### src/tsb_defs.svh
// Constants of the temperature sensor and battery monitor block.
// Assumes a 20 MHz core clock; included by bare name.
`ifndef TSB_DEFS_SVH
`define TSB_DEFS_SVH
`define TSB_CLK_HZ        20000000
`define TSB_US_CYC        (`TSB_CLK_HZ / 1000000)
`define TSB_ADC_US        350
`define TSB_LBD_ON_US     250
`define TSB_LBD_PERIOD_S  1
`define TSB_LBD_PERIOD_US (`TSB_LBD_PERIOD_S * 1000000)
`define TSB_LBD_RUN       3'h4
// Register addresses
`define TSB_A_IS1     7'h03
`define TSB_A_IS2     7'h04
`define TSB_A_IE2     7'h06
`define TSB_A_OPCTL1  7'h07
`define TSB_A_ADCCFG  7'h0f
`define TSB_A_ADCVAL  7'h11
`define TSB_A_TSCTL   7'h12
`define TSB_A_TVOFF   7'h13
`define TSB_A_LBDT    7'h1a
`define TSB_A_VBAT    7'h1b
// Field positions
`define TSB_OP_ENLBD  6
`define TSB_IE2_LBD   2
`define TSB_IS2_LBD   2
`define TSB_ADC_START 7
`define TSB_TS_SHIFT  5
`define TSB_TS_TRIMEN 4
`define TSB_SEL_TEMP  3'h0
// Reset values
`define TSB_RST_ZERO  8'h00
`define TSB_RST_TSCTL 8'h20
`define TSB_RST_LBDT  8'h14
`endif

### src/tsb_pkg.sv
// Types shared by the serial port and the monitor core.
// Assumes nothing beyond a SystemVerilog compiler.
package tsb_pkg;
    typedef struct packed {
        logic       wr;
        logic       rd;
        logic [6:0] addr;
        logic [7:0] wdata;
    } tsb_bus_t;

    typedef enum logic [0:0] {
        TSB_CONV_IDLE = 1'b0,
        TSB_CONV_BUSY = 1'b1
    } tsb_conv_t;
endpackage : tsb_pkg

### src/tsb_monitor.sv
// Temperature sensor readout and low battery monitor core.
// Assumes converter and battery codes arrive on the core clock.
`timescale 1ns/1ps
`include "tsb_defs.svh"
module tsb_monitor
    import tsb_pkg::*;
#(
    parameter int unsigned P_ADC_US        = `TSB_ADC_US,
    parameter int unsigned P_LBD_ON_US     = `TSB_LBD_ON_US,
    parameter int unsigned P_LBD_PERIOD_US = `TSB_LBD_PERIOD_US
) (
    input  wire logic       clk_in,
    input  wire logic       rst_n_in,
    input  wire logic       spi_sclk_in,
    input  wire logic       spi_sdi_in,
    input  wire logic       spi_nsel_n_in,
    input  wire logic       sleep_mode_in,
    input  wire logic       atb_temp_sel_in,
    input  wire logic [7:0] conv_raw_in,
    input  wire logic [4:0] batt_code_in,
    output logic            spi_sdo_out,
    output logic            temp_sensor_on_out,
    output logic [1:0]      temp_range_out,
    output logic            temp_shift_en_out,
    output logic            temp_trim_en_out,
    output logic [3:0]      temp_trim_out,
    output logic [2:0]      conv_sel_out,
    output logic [1:0]      conv_ref_out,
    output logic            conv_run_out,
    output logic            batt_detector_on_out,
    output logic            rc_osc_on_out,
    output logic            interrupt_pin_n_out
);
    localparam logic [4:0] US_LAST = 5'(`TSB_US_CYC - 1);

    tsb_bus_t   bus;
    logic [7:0] rd_data;
    logic [4:0] us_cnt_r;
    logic       tick;
    logic [7:0] tsctl_r;
    logic [7:0] tvoff_r;
    logic [7:0] lbdt_r;
    logic [7:0] adccfg_r;
    logic [7:0] adcval_r;
    logic [7:0] opctl1_r;
    logic [7:0] ie2_r;
    logic [4:0] vbat_r;
    tsb_conv_t  conv_st_r;
    logic [8:0] conv_cnt_r;
    logic       conv_done;
    logic [19:0] per_cnt_r;
    logic       enlbd;
    logic       meas_done;
    logic       meet;
    logic [2:0] meet_cnt_r;
    logic       lbd_set;
    logic       lbd_clr;
    logic       lbd_flag_r;

    tsb_spi_port u_port (
        .clk_in        (clk_in),
        .rst_n_in      (rst_n_in),
        .spi_sclk_in   (spi_sclk_in),
        .spi_sdi_in    (spi_sdi_in),
        .spi_nsel_n_in (spi_nsel_n_in),
        .rd_data_in    (rd_data),
        .spi_sdo_out   (spi_sdo_out),
        .bus_out       (bus)
    );

    // Free-running microsecond enable keeps the long timers narrow
    always_ff @(posedge clk_in) begin
        if (!rst_n_in) begin
            us_cnt_r <= 5'h00;
        end else begin
            us_cnt_r <= (us_cnt_r == US_LAST) ? 5'h00 : us_cnt_r + 5'h01;
        end
    end
    assign tick = (us_cnt_r == US_LAST);

    // Software-written configuration registers
    always_ff @(posedge clk_in) begin
        if (!rst_n_in) begin
            tsctl_r  <= `TSB_RST_TSCTL;
            tvoff_r  <= `TSB_RST_ZERO;
            lbdt_r   <= `TSB_RST_LBDT;
            opctl1_r <= `TSB_RST_ZERO;
            ie2_r    <= `TSB_RST_ZERO;
        end else if (bus.wr) begin
            if (bus.addr == `TSB_A_TSCTL) begin
                tsctl_r <= bus.wdata;
            end else if (bus.addr == `TSB_A_TVOFF) begin
                tvoff_r <= bus.wdata;
            end else if (bus.addr == `TSB_A_LBDT) begin
                lbdt_r <= {3'h0, bus.wdata[4:0]};
            end else if (bus.addr == `TSB_A_OPCTL1) begin
                opctl1_r <= bus.wdata;
            end else if (bus.addr == `TSB_A_IE2) begin
                ie2_r <= bus.wdata;
            end
        end
    end

    // Converter config; start bit is ignored while a conversion runs
    always_ff @(posedge clk_in) begin
        if (!rst_n_in) begin
            adccfg_r <= `TSB_RST_ZERO;
        end else if (bus.wr && bus.addr == `TSB_A_ADCCFG) begin
            adccfg_r <= {1'b0, bus.wdata[6:0]};
        end
    end

    assign conv_done = (conv_st_r == TSB_CONV_BUSY) && tick
                    && (conv_cnt_r == 9'(P_ADC_US - 1));

    // Conversion sequencer, counted in microseconds
    always_ff @(posedge clk_in) begin
        if (!rst_n_in) begin
            conv_st_r  <= TSB_CONV_IDLE;
            conv_cnt_r <= 9'h000;
        end else begin
            case (conv_st_r)
                TSB_CONV_IDLE: begin
                    conv_cnt_r <= 9'h000;
                    if (bus.wr && bus.addr == `TSB_A_ADCCFG
                        && bus.wdata[`TSB_ADC_START]) begin
                        conv_st_r <= TSB_CONV_BUSY;
                    end
                end
                TSB_CONV_BUSY: begin
                    if (conv_done) begin
                        conv_st_r <= TSB_CONV_IDLE;
                    end else if (tick) begin
                        conv_cnt_r <= conv_cnt_r + 9'h001;
                    end
                end
                default: conv_st_r <= TSB_CONV_IDLE;
            endcase
        end
    end

    // Result; the offset wraps modulo 256, as an 8-bit register must
    always_ff @(posedge clk_in) begin
        if (!rst_n_in) begin
            adcval_r <= `TSB_RST_ZERO;
        end else if (conv_done) begin
            adcval_r <= tsctl_r[`TSB_TS_SHIFT] ? 8'(conv_raw_in + tvoff_r)
                                               : conv_raw_in;
        end
    end

    // Analog controls for sensor and converter
    assign temp_sensor_on_out = (adccfg_r[6:4] == `TSB_SEL_TEMP)
                              || atb_temp_sel_in;
    assign temp_range_out     = tsctl_r[7:6];
    assign temp_shift_en_out  = tsctl_r[`TSB_TS_SHIFT];
    assign temp_trim_en_out   = tsctl_r[`TSB_TS_TRIMEN];
    assign temp_trim_out      = tsctl_r[3:0];
    assign conv_sel_out       = adccfg_r[6:4];
    assign conv_ref_out       = adccfg_r[3:2];
    assign conv_run_out       = (conv_st_r == TSB_CONV_BUSY);

    assign enlbd = opctl1_r[`TSB_OP_ENLBD];

    // Battery sampling period; a window opens at each period start
    always_ff @(posedge clk_in) begin
        if (!rst_n_in || !enlbd) begin
            per_cnt_r <= 20'h00000;
        end else if (tick) begin
            per_cnt_r <= (per_cnt_r == 20'(P_LBD_PERIOD_US - 1))
                       ? 20'h00000 : per_cnt_r + 20'h00001;
        end
    end
    assign batt_detector_on_out = enlbd
                               && (per_cnt_r < 20'(P_LBD_ON_US));
    assign meas_done = enlbd && tick
                    && (per_cnt_r == 20'(P_LBD_ON_US - 1));
    assign rc_osc_on_out = enlbd && sleep_mode_in;

    // Code is latched at the end of the window, on the 50 mV scale
    always_ff @(posedge clk_in) begin
        if (!rst_n_in) begin
            vbat_r <= 5'h00;
        end else if (meas_done) begin
            vbat_r <= batt_code_in;
        end
    end

    assign meet = batt_code_in < lbdt_r[4:0];

    // Run of consecutive low readings, saturating
    always_ff @(posedge clk_in) begin
        if (!rst_n_in || !enlbd) begin
            meet_cnt_r <= 3'h0;
        end else if (meas_done) begin
            if (!meet) begin
                meet_cnt_r <= 3'h0;
            end else if (meet_cnt_r != `TSB_LBD_RUN) begin
                meet_cnt_r <= meet_cnt_r + 3'h1;
            end
        end
    end

    assign lbd_set = meas_done && meet
                  && (meet_cnt_r >= `TSB_LBD_RUN - 3'h1);
    assign lbd_clr = bus.rd && (bus.addr == `TSB_A_IS2);

    // Status flag clears on read; a new event wins over the clear
    always_ff @(posedge clk_in) begin
        if (!rst_n_in) begin
            lbd_flag_r <= 1'b0;
        end else if (lbd_set) begin
            lbd_flag_r <= 1'b1;
        end else if (lbd_clr) begin
            lbd_flag_r <= 1'b0;
        end
    end
    assign interrupt_pin_n_out = ~(lbd_flag_r & ie2_r[`TSB_IE2_LBD]);

    // Read mux; unmapped addresses read zero
    always_comb begin
        rd_data = 8'h00;
        if (bus.addr == `TSB_A_IS2) begin
            rd_data[`TSB_IS2_LBD] = lbd_flag_r;
        end else if (bus.addr == `TSB_A_IE2) begin
            rd_data = ie2_r;
        end else if (bus.addr == `TSB_A_OPCTL1) begin
            rd_data = opctl1_r;
        end else if (bus.addr == `TSB_A_ADCCFG) begin
            rd_data = {conv_run_out, adccfg_r[6:0]};
        end else if (bus.addr == `TSB_A_ADCVAL) begin
            rd_data = adcval_r;
        end else if (bus.addr == `TSB_A_TSCTL) begin
            rd_data = tsctl_r;
        end else if (bus.addr == `TSB_A_TVOFF) begin
            rd_data = tvoff_r;
        end else if (bus.addr == `TSB_A_LBDT) begin
            rd_data = lbdt_r;
        end else if (bus.addr == `TSB_A_VBAT) begin
            rd_data = enlbd ? {3'h0, vbat_r} : 8'h00;
        end
    end

    // Helper counters for timing checks; bounds follow the parameters
    localparam int ADC_CYC = P_ADC_US * `TSB_US_CYC;
    localparam int ON_CYC  = P_LBD_ON_US * `TSB_US_CYC;
    logic [15:0] busy_cyc_r;
    logic [15:0] on_cyc_r;
    always_ff @(posedge clk_in) begin
        busy_cyc_r <= conv_run_out ? busy_cyc_r + 16'h0001 : 16'h0000;
        on_cyc_r   <= batt_detector_on_out ? on_cyc_r + 16'h0001 : 16'h0000;
    end

    a_sensor_power: assert property (@(posedge clk_in) disable iff (!rst_n_in)
        conv_run_out && conv_sel_out == 3'h0 |-> temp_sensor_on_out)
        else $error("sensor off while it is converted");
    a_conv_length: assert property (@(posedge clk_in) disable iff (!rst_n_in)
        $fell(conv_run_out) |->
        busy_cyc_r >= ADC_CYC - 20 && busy_cyc_r <= ADC_CYC)
        else $error("conversion length wrong");
    a_offset_added: assert property (@(posedge clk_in) disable iff (!rst_n_in)
        conv_done && temp_shift_en_out |=>
        adcval_r == 8'($past(conv_raw_in) + $past(tvoff_r)))
        else $error("offset not added to result");
    a_offset_off: assert property (@(posedge clk_in) disable iff (!rst_n_in)
        conv_done && !temp_shift_en_out |=>
        adcval_r == $past(conv_raw_in))
        else $error("result shifted while shift disabled");
    a_reset_values: assert property (@(posedge clk_in)
        !rst_n_in |=> lbdt_r == 8'h14 && tsctl_r == 8'h20)
        else $error("wrong reset values");
    a_level_upper: assert property (@(posedge clk_in) disable iff (!rst_n_in)
        bus.addr == `TSB_A_VBAT |-> rd_data[7:5] == 3'h0
        && (enlbd || rd_data == 8'h00))
        else $error("battery level upper bits set");
    a_four_runs: assert property (@(posedge clk_in) disable iff (!rst_n_in)
        $rose(lbd_flag_r) |->
        $past(meet_cnt_r) >= 3'h3 && $past(meas_done))
        else $error("flag raised before four readings");
    a_window_len: assert property (@(posedge clk_in) disable iff (!rst_n_in)
        $fell(batt_detector_on_out) && $past(enlbd) && enlbd |->
        on_cyc_r >= ON_CYC - 20 && on_cyc_r <= ON_CYC)
        else $error("detector window length wrong");
    a_set_wins: assert property (@(posedge clk_in) disable iff (!rst_n_in)
        lbd_set && lbd_clr |=> lbd_flag_r)
        else $error("flag event lost on clear");
    a_pin_low: assert property (@(posedge clk_in) disable iff (!rst_n_in)
        lbd_set && ie2_r[`TSB_IE2_LBD] |=> !interrupt_pin_n_out)
        else $error("interrupt pin not driven");
    a_rc_start: assert property (@(posedge clk_in) disable iff (!rst_n_in)
        sleep_mode_in && enlbd |-> rc_osc_on_out)
        else $error("oscillator not started in sleep");

    c_conv_done: cover property (@(posedge clk_in) disable iff (!rst_n_in)
        conv_done);
    c_flag_rise: cover property (@(posedge clk_in) disable iff (!rst_n_in)
        $rose(lbd_flag_r));
    c_pin_low: cover property (@(posedge clk_in) disable iff (!rst_n_in)
        !interrupt_pin_n_out);
    c_set_clear: cover property (@(posedge clk_in) disable iff (!rst_n_in)
        lbd_set && lbd_clr);
endmodule : tsb_monitor

### src/tsb_spi_port.sv
// Serial register port: 16-bit frames, R/W bit, 7-bit address, data.
// Assumes SPI mode 0 and at least 5 core clocks per sclk half period.
`timescale 1ns/1ps
module tsb_spi_port
    import tsb_pkg::*;
(
    input  wire logic       clk_in,
    input  wire logic       rst_n_in,
    input  wire logic       spi_sclk_in,
    input  wire logic       spi_sdi_in,
    input  wire logic       spi_nsel_n_in,
    input  wire logic [7:0] rd_data_in,
    output logic            spi_sdo_out,
    output tsb_bus_t        bus_out
);
    logic [2:0] sync1_r;
    logic [2:0] sync2_r;
    logic       sclk_d_r;
    logic [4:0] bit_cnt_r;
    logic [7:0] in_sh_r;
    logic [7:0] out_sh_r;
    logic       is_wr_r;
    logic [6:0] addr_r;
    logic       sclk;
    logic       sdi;
    logic       nsel_n;
    logic       rise;
    logic       fall;
    logic [7:0] in_nxt;

    assign sclk   = sync2_r[2];
    assign sdi    = sync2_r[1];
    assign nsel_n = sync2_r[0];
    assign rise   = sclk & ~sclk_d_r & ~nsel_n;
    assign fall   = ~sclk & sclk_d_r & ~nsel_n;
    assign in_nxt = {in_sh_r[6:0], sdi};

    // Two-stage pin synchronisers; select idles high
    always_ff @(posedge clk_in) begin
        if (!rst_n_in) begin
            sync1_r  <= 3'h1;
            sync2_r  <= 3'h1;
            sclk_d_r <= 1'b0;
        end else begin
            sync1_r  <= {spi_sclk_in, spi_sdi_in, spi_nsel_n_in};
            sync2_r  <= sync1_r;
            sclk_d_r <= sync2_r[2];
        end
    end

    // Bit counter and command capture; bits past 16 are ignored
    always_ff @(posedge clk_in) begin
        if (!rst_n_in || nsel_n) begin
            bit_cnt_r <= 5'h00;
            in_sh_r   <= 8'h00;
            is_wr_r   <= 1'b0;
            addr_r    <= 7'h00;
        end else if (rise && bit_cnt_r != 5'h10) begin
            in_sh_r   <= in_nxt;
            bit_cnt_r <= bit_cnt_r + 5'h01;
            if (bit_cnt_r == 5'h07) begin
                is_wr_r <= in_nxt[7];
                addr_r  <= in_nxt[6:0];
            end
        end
    end

    // One-cycle register strobes
    always_ff @(posedge clk_in) begin
        if (!rst_n_in) begin
            bus_out <= '0;
        end else begin
            bus_out.wr <= 1'b0;
            bus_out.rd <= 1'b0;
            if (rise && bit_cnt_r == 5'h07 && !in_nxt[7]) begin
                bus_out.rd   <= 1'b1;
                bus_out.addr <= in_nxt[6:0];
            end else if (rise && bit_cnt_r == 5'h0f && is_wr_r) begin
                bus_out.wr    <= 1'b1;
                bus_out.addr  <= addr_r;
                bus_out.wdata <= in_nxt;
            end
        end
    end

    // Read data shifts out on falling edges after the first data bit
    always_ff @(posedge clk_in) begin
        if (!rst_n_in) begin
            out_sh_r <= 8'h00;
        end else if (bus_out.rd) begin
            out_sh_r <= rd_data_in;
        end else if (fall && bit_cnt_r >= 5'h09) begin
            out_sh_r <= {out_sh_r[6:0], 1'b0};
        end
    end

    assign spi_sdo_out = out_sh_r[7];
endmodule : tsb_spi_port

### config.mk
export PLATFORM = sky130hd
export DESIGN_NAME = tsb_monitor
export DESIGN_NICKNAME = d
export VERILOG_FILES = /design/src/tsb_pkg.sv /design/src/tsb_monitor.sv /design/src/tsb_spi_port.sv
export VERILOG_INCLUDE_DIRS = /design/src /design/src/src
export SDC_FILE = /design/constraint.sdc
export NUM_CORES = 1
export LEC_CHECK = 0
export BUFFER_PORTS_ARGS = -buffer_cell sky130_fd_sc_hd__clkbuf_2
export CAP_MARGIN = 20
export CORE_UTILIZATION = 61
export CTS_CLUSTER_SIZE = 16
export DETAILED_ROUTE_END_ITERATION = 8
export PLACE_DENSITY = 0.8
export SKIP_CTS_REPAIR_TIMING = 1
export SLEW_MARGIN = 10
export SYNTH_ARGS = -nofsm -noshare
export SYNTH_HDL_FRONTEND = slang
export SYNTH_SLANG_ARGS = --single-unit
### constraint.sdc
create_clock -name clk_in -period 2.5 [get_ports clk_in]
set_input_delay 0.25 -clock clk_in [delete_from_list [all_inputs] [get_ports clk_in]]
set_output_delay 0.25 -clock clk_in [all_outputs]
set_load 0.005 [all_outputs]
==> results of run 1 <==
## final cells by class
class                           instances  area share [%]
Clock inverter                          9            1.25
Tap cell                              143            2.22
Clock buffer                           23            6.04
Inverter                               33            1.53
Timing Repair Buffer                   56            4.18
Multi-Input combinational cell        591            48.1
Sequential cell                       148            36.7
## flip-flops by register name (all words and copies together) (netlist names), 5 cells and up
name and flops:
conv_cnt_r 9, adcval_r 8, vbat_r 5, tsctl_r 8, opctl1_r 8, u_port.bus_out 17
tvoff_r 8, ie2_r 8, u_port.bit_cnt_r 5, adccfg_r 7, u_port.addr_r 7, lbdt_r 5
u_port.out_sh_r 8, u_port.in_sh_r 7, per_cnt_r 20, us_cnt_r 5
## synthesized netlist by cell type (10+ instances only)
library cell                 n
sky130_fd_sc_hd__nand2_1    73
sky130_fd_sc_hd__o21ai_0    17
sky130_fd_sc_hd__nand3_1    25
sky130_fd_sc_hd__clkbuf_1   24
sky130_fd_sc_hd__buf_2      10
sky130_fd_sc_hd__mux2i_1    76
sky130_fd_sc_hd__dfxtp_1   148
sky130_fd_sc_hd__inv_1      32
sky130_fd_sc_hd__nand2b_1   11
sky130_fd_sc_hd__xor2_1     18
sky130_fd_sc_hd__xnor2_1    13
sky130_fd_sc_hd__nor2_1    126
sky130_fd_sc_hd__a211oi_1   17
sky130_fd_sc_hd__ha_1       23
sky130_fd_sc_hd__nand4_1    11
sky130_fd_sc_hd__a21oi_1    44
sky130_fd_sc_hd__nor3_1     14
## cell usage in the layout (no fill, tap or decap), types with 18 or more instances in the layout
cell	count
sky130_fd_sc_hd__inv_1	31
sky130_fd_sc_hd__xor2_1	18
sky130_fd_sc_hd__nor2_1	126
sky130_fd_sc_hd__nand2_1	73
sky130_fd_sc_hd__clkbuf_2	38
sky130_fd_sc_hd__ha_1	23
sky130_fd_sc_hd__a21oi_1	44
sky130_fd_sc_hd__dfxtp_1	148
sky130_fd_sc_hd__mux2i_1	76
sky130_fd_sc_hd__nand3_1	25
## metal layers
| metal | share of wire (%) | up-vias | GRT usage (%) | wire (um) |
|---|---|---|---|---|
| met2 | 48 | 235 | 48.6 | 8350 |
| met1 | 43 | 2844 | 36.7 | 7390 |
| met3 | 6.2 | 49 | 6.62 | 1070 |
| met4 | 3.2 | 0 | 14.3 | 556 |
| met5 | 0 | - | 0 | 0 |
| li1 | - | 2899 | - | - |
## power breakdown
| group | switching [W] | internal, W |
|---|---|---|
| registers | 0.00000630 | 0.00237 |
| logic | 0.0000614 | 0.0000380 |
| clock network | 0.000957 | 0.00157 |
| total | 0.00103 | 0.00397 |
## per-stage QoR
stage	power, W	setup WS [ns]	hold slack (ns)
finish	0.00500	0.257	0.00715
global route	0.00514	0.0811	0.00571
CTS	0.00502	0.280	-0.00535
detailed placement	0.00252	0.291	0.394
global placement	0.00252	0.418	0.394
floorplan	0.00249	0.616	0.351
## kinds of logic after synthesis
group | synth area share, %
XOR/XNOR | 3.77
AND/OR/NAND/NOR | 21.9
multiplexers | 11.5
adder cells (fa/ha/maj) | 4.27
flip-flops | 41.1
buffers and inverters | 4.98
AO/OA/AOI/OAI | 12.5
## path summary, 6_finish.rpt
path | endpoint | slack, ns | depth (start not counted) | start
max | per_cnt_r[19]$_SDFFE_PP0N_ | 0.26 | 7 | us_cnt_r[0]$_SDFF_PP0_
min | u_port.sync1_r[0]$_SDFF_PN1_ | 0.007 | 2 | spi_nsel_n_in
max reg2reg | per_cnt_r[19]$_SDFFE_PP0N_ | 0.26 | 7 | us_cnt_r[0]$_SDFF_PP0_
min reg2reg | u_port.sync2_r[0]$_SDFF_PN1_ | 0.41 | 1 | u_port.sync1_r[0]$_SDFF_PN1_
==> impl_metrics.csv, run 1 <==
group,metric,value,unit
status,status,"finished, final reports clean",
logic_synthesis,synth_flop_cell,"sky130_fd_sc_hd__dfxtp_1",
routing,count_of_vias_placed_by_the_detailed_router,6027,
routing,finalWirelength,17.4,mm
finish,fin_area,0.00808,mm^2
setup_path,slowest_delay,0.42,ns
clock_tree,cts_max_path_buffers,2,
logic_synthesis,synth.ff_latch_count,148,
logic_synthesis,post_synth_inst_count,818,
routing,drt_pre_antenna_iters,5,
placement,globalplace.congestion,0.973,
setup_path,cp_cell_sequence,"ha_1 -> nand4bb_1 -> nor3_1 -> and3_2 -> nor3b_2 -> xnor2_1 -> nor2_1",
global_route,grt_max_degree,55,
die,initial_utilization,62.8,%
power_and_ir_drop,cellLeakagePower,3.35,nW
die,dieArea,0.0123,mm^2
finish,area_delta_synth_final,12.1,%
finish,fillerInstances,856,
clock_tree,clock_latency,0.42,ns
worst_hold_path,class_of_the_most_critical_hold_timing_path,"primary input to flop",
logic_synthesis,yosysUniqueCellTypes,75,
clock_tree,root_buffer,"sky130_fd_sc_hd__clkbuf_16",
logic_synthesis,cell_area_after_synthesis,0.00721,mm^2
setup_path,cp_num_buf_inv,0,
run,maxCapViolations,0,
finish,ff_latch_area,0.00296,mm^2
routing,wl_per_cell,17.3,um
timing,timing.final.setup_violations,0,
setup_path,timing.critical_path.from_type,"flop",
global_route,grt_first_pass_wirelength,29.0,mm
finish,layout_cell_share_with_drive_strength_beyond_1,13.6,%
logic_synthesis,synth-edff-count,0,
placement,port-buffer-count,38,
setup_path,critical-path-top-delay-family,"simple AND/OR/NAND/NOR gates",
setup_path,criticalPathCategory,"flop to flop",
routing,route.detailed.drc,0,
setup_path,critical_path_peak_fanout,7,
timing,finalClockSkew,0.00536,ns
timing,maximum_operating_frequency,0.446,GHz
setup_path,library_cell_contributing_the_largest_single_delay_on_the_critical_path,"sky130_fd_sc_hd__nor3_1",
finish,number_of_antenna_diodes,0,
logic_synthesis,async_reset_ff_share,0,%
logic_synthesis,synthTopCellsByArea,"sky130_fd_sc_hd__dfxtp_1 (41%), sky130_fd_sc_hd__mux2i_1 (11%), sky130_fd_sc_hd__nor2_1 (6.6%)",
global_route,overall_global_routing_resource_usage,29.6,%
routing,dr.first_iter.drc_count,591,
die,die_height,111,um
setup_path,worst-endpoint-required,2.81,ns
timing,grt_setup_unrepaired,"false",
logic_synthesis,synth_top_area_cell,"sky130_fd_sc_hd__dfxtp_1",
power_and_ir_drop,power_per_cell_area,619,mW/mm^2
global_route,globalRoute.totalOverflow,0,
placement,place_inst,971,
placement,place_hpwl,12.1,mm
finish,stdcell_count,1003,
timing,layout_worst_path_cycle_share,89.7,%
logic_synthesis,synth_top_area_share,41.1,%
clock_tree,cts_num_sinks,148,
logic_synthesis,synth.yosys.warnings,0,
clock_tree,tritoncts,"done",
logic_synthesis,sequential_to_total_area_share_from_yosys_stat,41.1,%
placement,placedInstanceArea,0.00749,mm^2
global_route,grt_antenna_before_repair,0,
clock_tree,cts_inserted_buffers,17,
timing,finalWorstPathRequiredPeriod,2.24,ns
finish,finish.net_count,891,
logic_synthesis,avg_inst_size_synth,8.81,um^2
timing,timing.final.max_slew_violations,0,
clock_tree,clk_transition_reported_paths,0.06,ns
die,num_rows,39,
clock_tree,htree_levels,4,
die,die-width,111,um
finish,multiInputGateArea,0.00388,mm^2
power_and_ir_drop,max-vdd-ir-drop,0.000672,V
finish,final_core_utilization,70.4,%
timing,finalHoldViolCount,0,
logic_synthesis,postSynthNetCount,862,
timing,post_route_setup_tns,0,ns
timing,max_slew.worst_pin.slew,0.747,ns
timing,slew_headroom,50.2,%
setup_path,critical_path.endpoint_type,"flop",
global_route,first_global_vias,5915,
routing,route.detailed.vias_per_inst,6.01,
routing,final_antenna_net_count,0,
die,core_area,0.0115,mm^2
setup_path,worst_ep_arrival_time,2.56,ns
die,design.portCount,39,
Note: power is estimated with default switching activity, not from simulation.
==> inputs of run 2 (changes only) <==
- ABC_AREA: not set -> 1
- SKIP_LAST_GASP: not set -> 1
==> run 2 against run 1 <==
Combinational power up 14%. Register-to-register slack gained 0.22 ns. Sequential power barely moved. Critical path type is now flop to output port. Highest routed layer unchanged.
==> impl_metrics.csv, run 2 <==
group,metric,value,unit
status,status,"finished, final reports clean",
logic_synthesis,synth.ff_latch_count,148,
setup_path,slowest_delay,0.35,ns
timing,grt_setup_unrepaired,"false",
global_route,grt_first_pass_wirelength,28.9,mm
setup_path,criticalPathCategory,"flop to output port",
power_and_ir_drop,max-vdd-ir-drop,0.000556,V
logic_synthesis,synth.area.mux_share,0.139,%
logic_synthesis,synth_commonest_cells,"sky130_fd_sc_hd__nand2_1 (181), sky130_fd_sc_hd__dfxtp_1 (148), sky130_fd_sc_hd__inv_1 (124), sky130_fd_sc_hd__o21ai_0 (106), sky130_fd_sc_hd__a21oi_1 (103)",
die,die_height,111,um
timing,timing.final.setup_violations,0,
timing,maximum_operating_frequency,0.448,GHz
clock_tree,clk_transition_reported_paths,0.06,ns
setup_path,worst-r2r-cell-count,10,
logic_synthesis,cell_area_after_synthesis,0.00722,mm^2
clock_tree,htree_levels,4,
timing,layout_worst_path_cycle_share,89.2,%
setup_path,critical_path_peak_fanout,7,
routing,drt_pre_antenna_iters,7,
setup_path,timing.critical_path.from_type,"flop",
setup_path,timing.rr.start,"us_cnt_r[0]$_SDFF_PP0_",
setup_path,critical_path.endpoint_type,"output port",
finish,layout_cell_share_with_drive_strength_beyond_1,10.3,%
routing,dr.first_iter.drc_count,550,
placement,globalplace.congestion,0.946,
finish,regs_by_ff_count,"per_cnt_r (20), u_port.bus_out (17), conv_cnt_r (9)",
routing,wl_per_cell,14.3,um
die,initial_utilization,63.0,%
finish,largest_register_ffs,20,
logic_synthesis,combinational_family_with_the_most_area_after_synthesis,"simple AND/OR/NAND/NOR gates",
logic_synthesis,async_reset_ff_share,0,%
clock_tree,root_buffer,"sky130_fd_sc_hd__clkbuf_16",
routing,final_antenna_net_count,0,
finish,finish.net_count,1086,
timing,max_slew.worst_pin.slew,0.593,ns
placement,port-buffer-count,38,
placement,place_hpwl,12.3,mm
routing,route.detailed.drc,0,
timing,finalClockSkew,0.00520,ns
run,maxCapViolations,0,
finish,number_of_antenna_diodes,0,
finish,top_register,"per_cnt_r",
logic_synthesis,synth.yosys.warnings,0,
logic_synthesis,avg_inst_size_synth,7.15,um^2
setup_path,library_cell_contributing_the_largest_single_delay_on_the_critical_path,"sky130_fd_sc_hd__a211oi_1",
placement,detailedPlace.worstSlack,0.551,ns
logic_synthesis,synth-edff-count,0,
die,design.portCount,39,
die,core_area,0.0115,mm^2
finish,final_common_cell,"sky130_fd_sc_hd__nand2_1",
clock_tree,cts_num_sinks,148,
setup_path,crit-reg2reg-capture,"conv_cnt_r[1]$_SDFFE_PN0P_",
power_and_ir_drop,cellLeakagePower,3.18,nW
global_route,grt_antenna_before_repair,0,
worst_hold_path,class_of_the_most_critical_hold_timing_path,"primary input to flop",
finish,most-common-layout-cells,"sky130_fd_sc_hd__nand2_1 (181), sky130_fd_sc_hd__dfxtp_1 (148), sky130_fd_sc_hd__inv_1 (124)",
setup_path,setup_crit_end,"batt_detector_on_out",
timing,post_route_setup_tns,0,ns
setup_path,crit_path_start,"per_cnt_r[10]$_SDFFE_PP0N_",
logic_synthesis,sequential_to_total_area_share_from_yosys_stat,41.0,%
setup_path,cp_cell_sequence,"or2_1 -> nor3_1 -> nand3_1 -> a211oi_1 -> clkbuf_2",
die,num_rows,39,
setup_path,worst_ep_arrival_time,1.98,ns
timing,finalHoldViolCount,0,
global_route,first_global_vias,6018,
timing,finalWorstPathRequiredPeriod,2.23,ns
logic_synthesis,synth_flop_cell,"sky130_fd_sc_hd__dfxtp_1",
logic_synthesis,postSynthNetCount,1054,
timing,timing.final.max_slew_violations,0,
global_route,overall_global_routing_resource_usage,29.2,%
finish,area_delta_synth_final,11.5,%
logic_synthesis,synth_xor_xnor_area_share,1.46,%
logic_synthesis,post_synth_inst_count,1010,
clock_tree,tritoncts,"done",
power_and_ir_drop,power_per_cell_area,612,mW/mm^2
logic_synthesis,synth.most_common_cell,"sky130_fd_sc_hd__nand2_1",
logic_synthesis,yosys.area_share.adder,4.26,%
logic_synthesis,synth_simple_gate_area_share,26.1,%
logic_synthesis,synthTopCellsByArea,"sky130_fd_sc_hd__dfxtp_1 (41%), sky130_fd_sc_hd__nand2_1 (9.4%), sky130_fd_sc_hd__o21ai_0 (7.3%)",
die,dieArea,0.0123,mm^2
global_route,grt_max_degree,66,
routing,count_of_vias_placed_by_the_detailed_router,6616,
finish,fillerInstances,956,
global_route,globalRoute.totalOverflow,0,
logic_synthesis,synth_top_area_share,41.0,%
timing,finalWorstSetupSlack,0.269,ns
clock_tree,cts_inserted_buffers,17,
logic_synthesis,synthesized_area_fraction_occupied_by_ao_oa_aoi_and_oai_cells,17.7,%
routing,finalWirelength,17.1,mm
logic_synthesis,yosysUniqueCellTypes,49,
clock_tree,cts_max_path_buffers,2,
routing,route.detailed.vias_per_inst,5.53,
setup_path,timing.reg2reg.setup_slack,0.48,ns
die,die-width,111,um
clock_tree,clock_latency,0.43,ns
setup_path,worst-endpoint-required,2.25,ns
logic_synthesis,synth_top_area_cell,"sky130_fd_sc_hd__dfxtp_1",
timing,slew_headroom,60.4,%
[run 2: changes by cell type in the layout (fill, tap and decap cells not counted), moves of 9 or more]
cell,before,now
sky130_fd_sc_hd__xor2_1,18,8
sky130_fd_sc_hd__nand2_1,73,181
sky130_fd_sc_hd__nand3_1,25,54
sky130_fd_sc_hd__inv_1,31,124
sky130_fd_sc_hd__nand4_1,11,26
sky130_fd_sc_hd__a211oi_1,17,3
sky130_fd_sc_hd__mux2i_1,76,1
sky130_fd_sc_hd__nor2_1,126,94
sky130_fd_sc_hd__a21oi_1,44,103
sky130_fd_sc_hd__o21ai_0,17,106
sky130_fd_sc_hd__nor3_1,14,27
sky130_fd_sc_hd__buf_4,17,7
sky130_fd_sc_hd__nand2b_1,11,0
sky130_fd_sc_hd__xnor2_1,13,4
[run 2: routing by layer]
metal / GRT usage [%] / vias up / routed length [um]
met1: 39.3 / 2916 / 7930
met5: 0 / - / 0
met4: 12.9 / 0 / 473
met3: 4.92 / 45 / 1110
li1: - / 3414 / -
met2: 46.0 / 241 / 7630
[run 2: worst min-delay path by stage]
stage	startpoint	slack, ns	to	depth (start not counted)
2_1_floorplan	spi_sdi_in	0.35	u_port.sync1_r[1]$_SDFF_PN0_	2
3_3_place_gp	u_port.sync1_r[1]$_SDFF_PN0_	0.39	u_port.sync2_r[1]$_SDFF_PN0_	2
3_5_place_dp	u_port.sync1_r[1]$_SDFF_PN0_	0.40	u_port.sync2_r[1]$_SDFF_PN0_	2
4_1_cts	spi_nsel_n_in	-0.006	u_port.sync1_r[0]$_SDFF_PN1_	2
5_1_grt	spi_sdi_in	0.02	u_port.sync1_r[1]$_SDFF_PN0_	3
6_report	spi_sdi_in	0.003	u_port.sync1_r[1]$_SDFF_PN0_	3
[run 2: cell families (layout without fill, tap and decap cells)]
group | Yosys count | count (layout)
AOI/OAI and AO/OA | 240 | 240
xor gates and xnor gates | 12 | 12
adders and majority gates | 24 | 24
buffers and inverters | 166 | 210
DFF | 148 | 148
muxes | 1 | 1
and+or+nand+nor | 419 | 419
[run 2: where the power goes]
part / total, W / switching, W / internal [W] / leakage, nW
clock: 0.00244 / 0.00104 / 0.00140 / 0.274
sequential: 0.00237 / 0.00000551 / 0.00237 / 1.19
combinational: 0.000113 / 0.0000717 / 0.0000409 / 1.71
[run 2: area by class of cell]
class	instances	area, um^2	area share [%]
clock buffers	18	439	5.46
clock inverters	13	125	1.55
inverters	132	497	6.17
multi-input cells	696	3580	44.5
flip-flops and latches	148	2960	36.8
well taps	143	179	2.22
repair buffers	47	263	3.26
[run 2: critical path, delay by kind of cell (launching register included)]
family | cells | cell delay (ns)
flops | 1 | 0.34
simple gates | 3 | 0.70
compound gates | 1 | 0.35
buf+inv | 1 | 0.17
[run 2: per-stage QoR]
stage,power (W),util [%],area (um^2),instances,hold slack (ns)
floorplan,0.00249,-,7220,1010,0.348
global placement,0.00253,65.1,7470,1164,0.392
detailed placement,0.00253,65.1,7470,1164,0.399
CTS,0.00494,70.0,8030,1195,-0.00574
global route,0.00506,70.2,8050,1197,0.0214
finish,0.00493,70.2,8050,1197,0.00328
==> inputs of run 3 (changes only) <==
- HOLD_SLACK_MARGIN: not set -> 0.06
- SETUP_SLACK_MARGIN: not set -> 0.02
- SLEW_MARGIN: 10 -> 30
==> run 3 against run 2 <==
Design area grew 0.12%. Critical path depth is the same. Clock power is essentially flat. Worst setup slack gained 0.0025 ns. Largest cell class unchanged. Sequential share of layout area is essentially flat. Hold slack gained 0.10 ns. Global-route usage is the same. Flip-flop and latch count is the same. Sequential power is essentially flat. Final cell count is essentially flat. Clock skew grew 0.00051 ns. Combinational power is essentially flat.
==> impl_metrics.csv, run 3 (synthesis gave the netlist of run 2 again) <==
group,metric,value,unit
status,status,"finished, final reports clean",
placement,detailedPlace.worstSlack,0.551,ns
routing,drt_pre_antenna_iters,5,
setup_path,critical_path_peak_fanout,7,
timing,timing.final.max_slew_violations,0,
clock_tree,clk_transition_reported_paths,0.06,ns
placement,port-buffer-count,38,
setup_path,criticalPathCategory,"flop to output port",
timing,layout_worst_path_cycle_share,89.1,%
global_route,globalRoute.totalOverflow,0,
timing,finalWorstPathRequiredPeriod,2.23,ns
setup_path,timing.reg2reg.setup_slack,0.48,ns
finish,final_common_cell,"sky130_fd_sc_hd__nand2_1",
finish,ff_latch_area,0.00296,mm^2
finish,number_of_antenna_diodes,0,
setup_path,slowest_delay,0.35,ns
routing,final_antenna_net_count,0,
finish,multiInputGateArea,0.00358,mm^2
die,num_rows,39,
setup_path,critical-path-top-delay-family,"simple AND/OR/NAND/NOR gates",
global_route,first_global_vias,6018,
finish,top_register,"per_cnt_r",
finish,fillerInstances,956,
finish,regs_by_ff_count,"per_cnt_r (20), u_port.bus_out (17), conv_cnt_r (9)",
routing,finalWirelength,17.2,mm
routing,count_of_vias_placed_by_the_detailed_router,6610,
die,initial_utilization,63.0,%
timing,grt_setup_unrepaired,"false",
die,die-width,111,um
setup_path,worst_ep_arrival_time,1.98,ns
routing,route.detailed.drc,0,
finish,most-common-layout-cells,"sky130_fd_sc_hd__nand2_1 (181), sky130_fd_sc_hd__dfxtp_1 (148), sky130_fd_sc_hd__inv_1 (124)",
timing,maximum_operating_frequency,0.449,GHz
clock_tree,htree_levels,4,
power_and_ir_drop,cellLeakagePower,3.19,nW
routing,wl_met1,7.83,mm
clock_tree,tritoncts,"done",
power_and_ir_drop,power_per_cell_area,611,mW/mm^2
clock_tree,root_buffer,"sky130_fd_sc_hd__clkbuf_16",
global_route,grt_max_degree,66,
finish,largest_register_ffs,20,
setup_path,cp_num_buf_inv,1,
placement,place_hpwl,12.3,mm
routing,met2_wirelength,7.67,mm
timing,timing.final.setup_violations,0,
routing,wl_per_cell,14.3,um
setup_path,crit_path_start,"per_cnt_r[10]$_SDFFE_PP0N_",
clock_tree,cts_max_path_buffers,2,
finish,final_core_utilization,70.3,%
setup_path,timing.critical_path.from_type,"flop",
worst_hold_path,holdCritStartpoint,"conv_raw_in[2]",
global_route,grt_first_pass_wirelength,28.9,mm
clock_tree,clock_latency,0.43,ns
timing,finalHoldViolCount,0,
timing,max_slew.worst_pin.slew,0.606,ns
finish,area_delta_synth_final,11.6,%
timing,finalClockSkew,0.00570,ns
timing,post_route_setup_tns,0,ns
power_and_ir_drop,max-vdd-ir-drop,0.000553,V
worst_hold_path,class_of_the_most_critical_hold_timing_path,"primary input to flop",
routing,met3_wirelength,1.19,mm
setup_path,timing.rr.start,"us_cnt_r[0]$_SDFF_PP0_",
routing,dr.first_iter.drc_count,572,
die,die_height,111,um
timing,slew_headroom,59.5,%
run,maxCapViolations,0,
global_route,grt_antenna_before_repair,0,
die,core_area,0.0115,mm^2
setup_path,library_cell_contributing_the_largest_single_delay_on_the_critical_path,"sky130_fd_sc_hd__a211oi_1",
timing,finalWorstSetupSlack,0.271,ns
clock_tree,cts_inserted_buffers,17,
routing,dr.max_layer_used,"met4",
global_route,overall_global_routing_resource_usage,29.2,%
finish,finish.net_count,1087,
setup_path,worst-endpoint-required,2.25,ns
setup_path,critical_path.endpoint_type,"output port",
setup_path,cp_cell_sequence,"or2_1 -> nor3_1 -> nand3_1 -> a211oi_1 -> clkbuf_2",
power_and_ir_drop,design_power_total,0.00493,W
routing,route.detailed.vias_per_inst,5.52,
placement,globalplace.congestion,0.946,
die,design.portCount,39,
finish,layout_cell_share_with_drive_strength_beyond_1,10.3,%
clock_tree,cts_num_sinks,148,
die,dieArea,0.0123,mm^2
## run 3: cell types whose count changed in the layout (fill, tap and decap cells not counted)
cell	change
sky130_fd_sc_hd__dlygate4sd3_1	+1
## run 3: where the power goes
part	internal, W	total [W]	switching, W
Combinational	0.0000419	0.000114	0.0000716
Clock	0.00140	0.00244	0.00104
Sequential	0.00237	0.00237	0.00000550
Total	0.00381	0.00493	0.00111
## run 3: path summary, 6_finish.rpt
kind | to | cells past startpoint
worst max-delay path | batt_detector_on_out | 5
worst min-delay path | adcval_r[2]$_SDFFE_PN0P_ | 3
worst max register to register | conv_cnt_r[1]$_SDFFE_PN0P_ | 10
worst min register to register | u_port.sync2_r[0]$_SDFF_PN1_ | 1
## run 3: final cells by class
cell class	count	area share [%]
multi-input combinational	696	44.5
sequential	148	36.8
inverter	132	6.16
clock buffer	18	5.45
timing repair buffer	48	3.38
tap	143	2.22
clock inverter	13	1.55
## run 3: per-layer routing
layer  up-vias  global-route usage (%)
met5         -                       0
met4         0                    12.9
met3        36                    4.92
met2       254                    46.0
met1      2904                    39.3
li1       3416                       -
## run 3: worst min-delay path, stage by stage
cell and delay, ns:
sky130_fd_sc_hd__clkbuf_2 0.10, sky130_fd_sc_hd__nand2_1 0.06, sky130_fd_sc_hd__a31oi_1 0.07
## run 3: through the flow
step / std cells / hold slack (ns) / instance area (um^2)
6_report: 1198 / 0.107 / 8060
5_1_grt: 1198 / 0.110 / 8060
4_1_cts: 1195 / -0.00574 / 8030
3_5_place_dp: 1164 / 0.399 / 7470
3_3_place_gp: 1164 / 0.392 / 7470
2_1_floorplan: 1010 / 0.348 / 7220
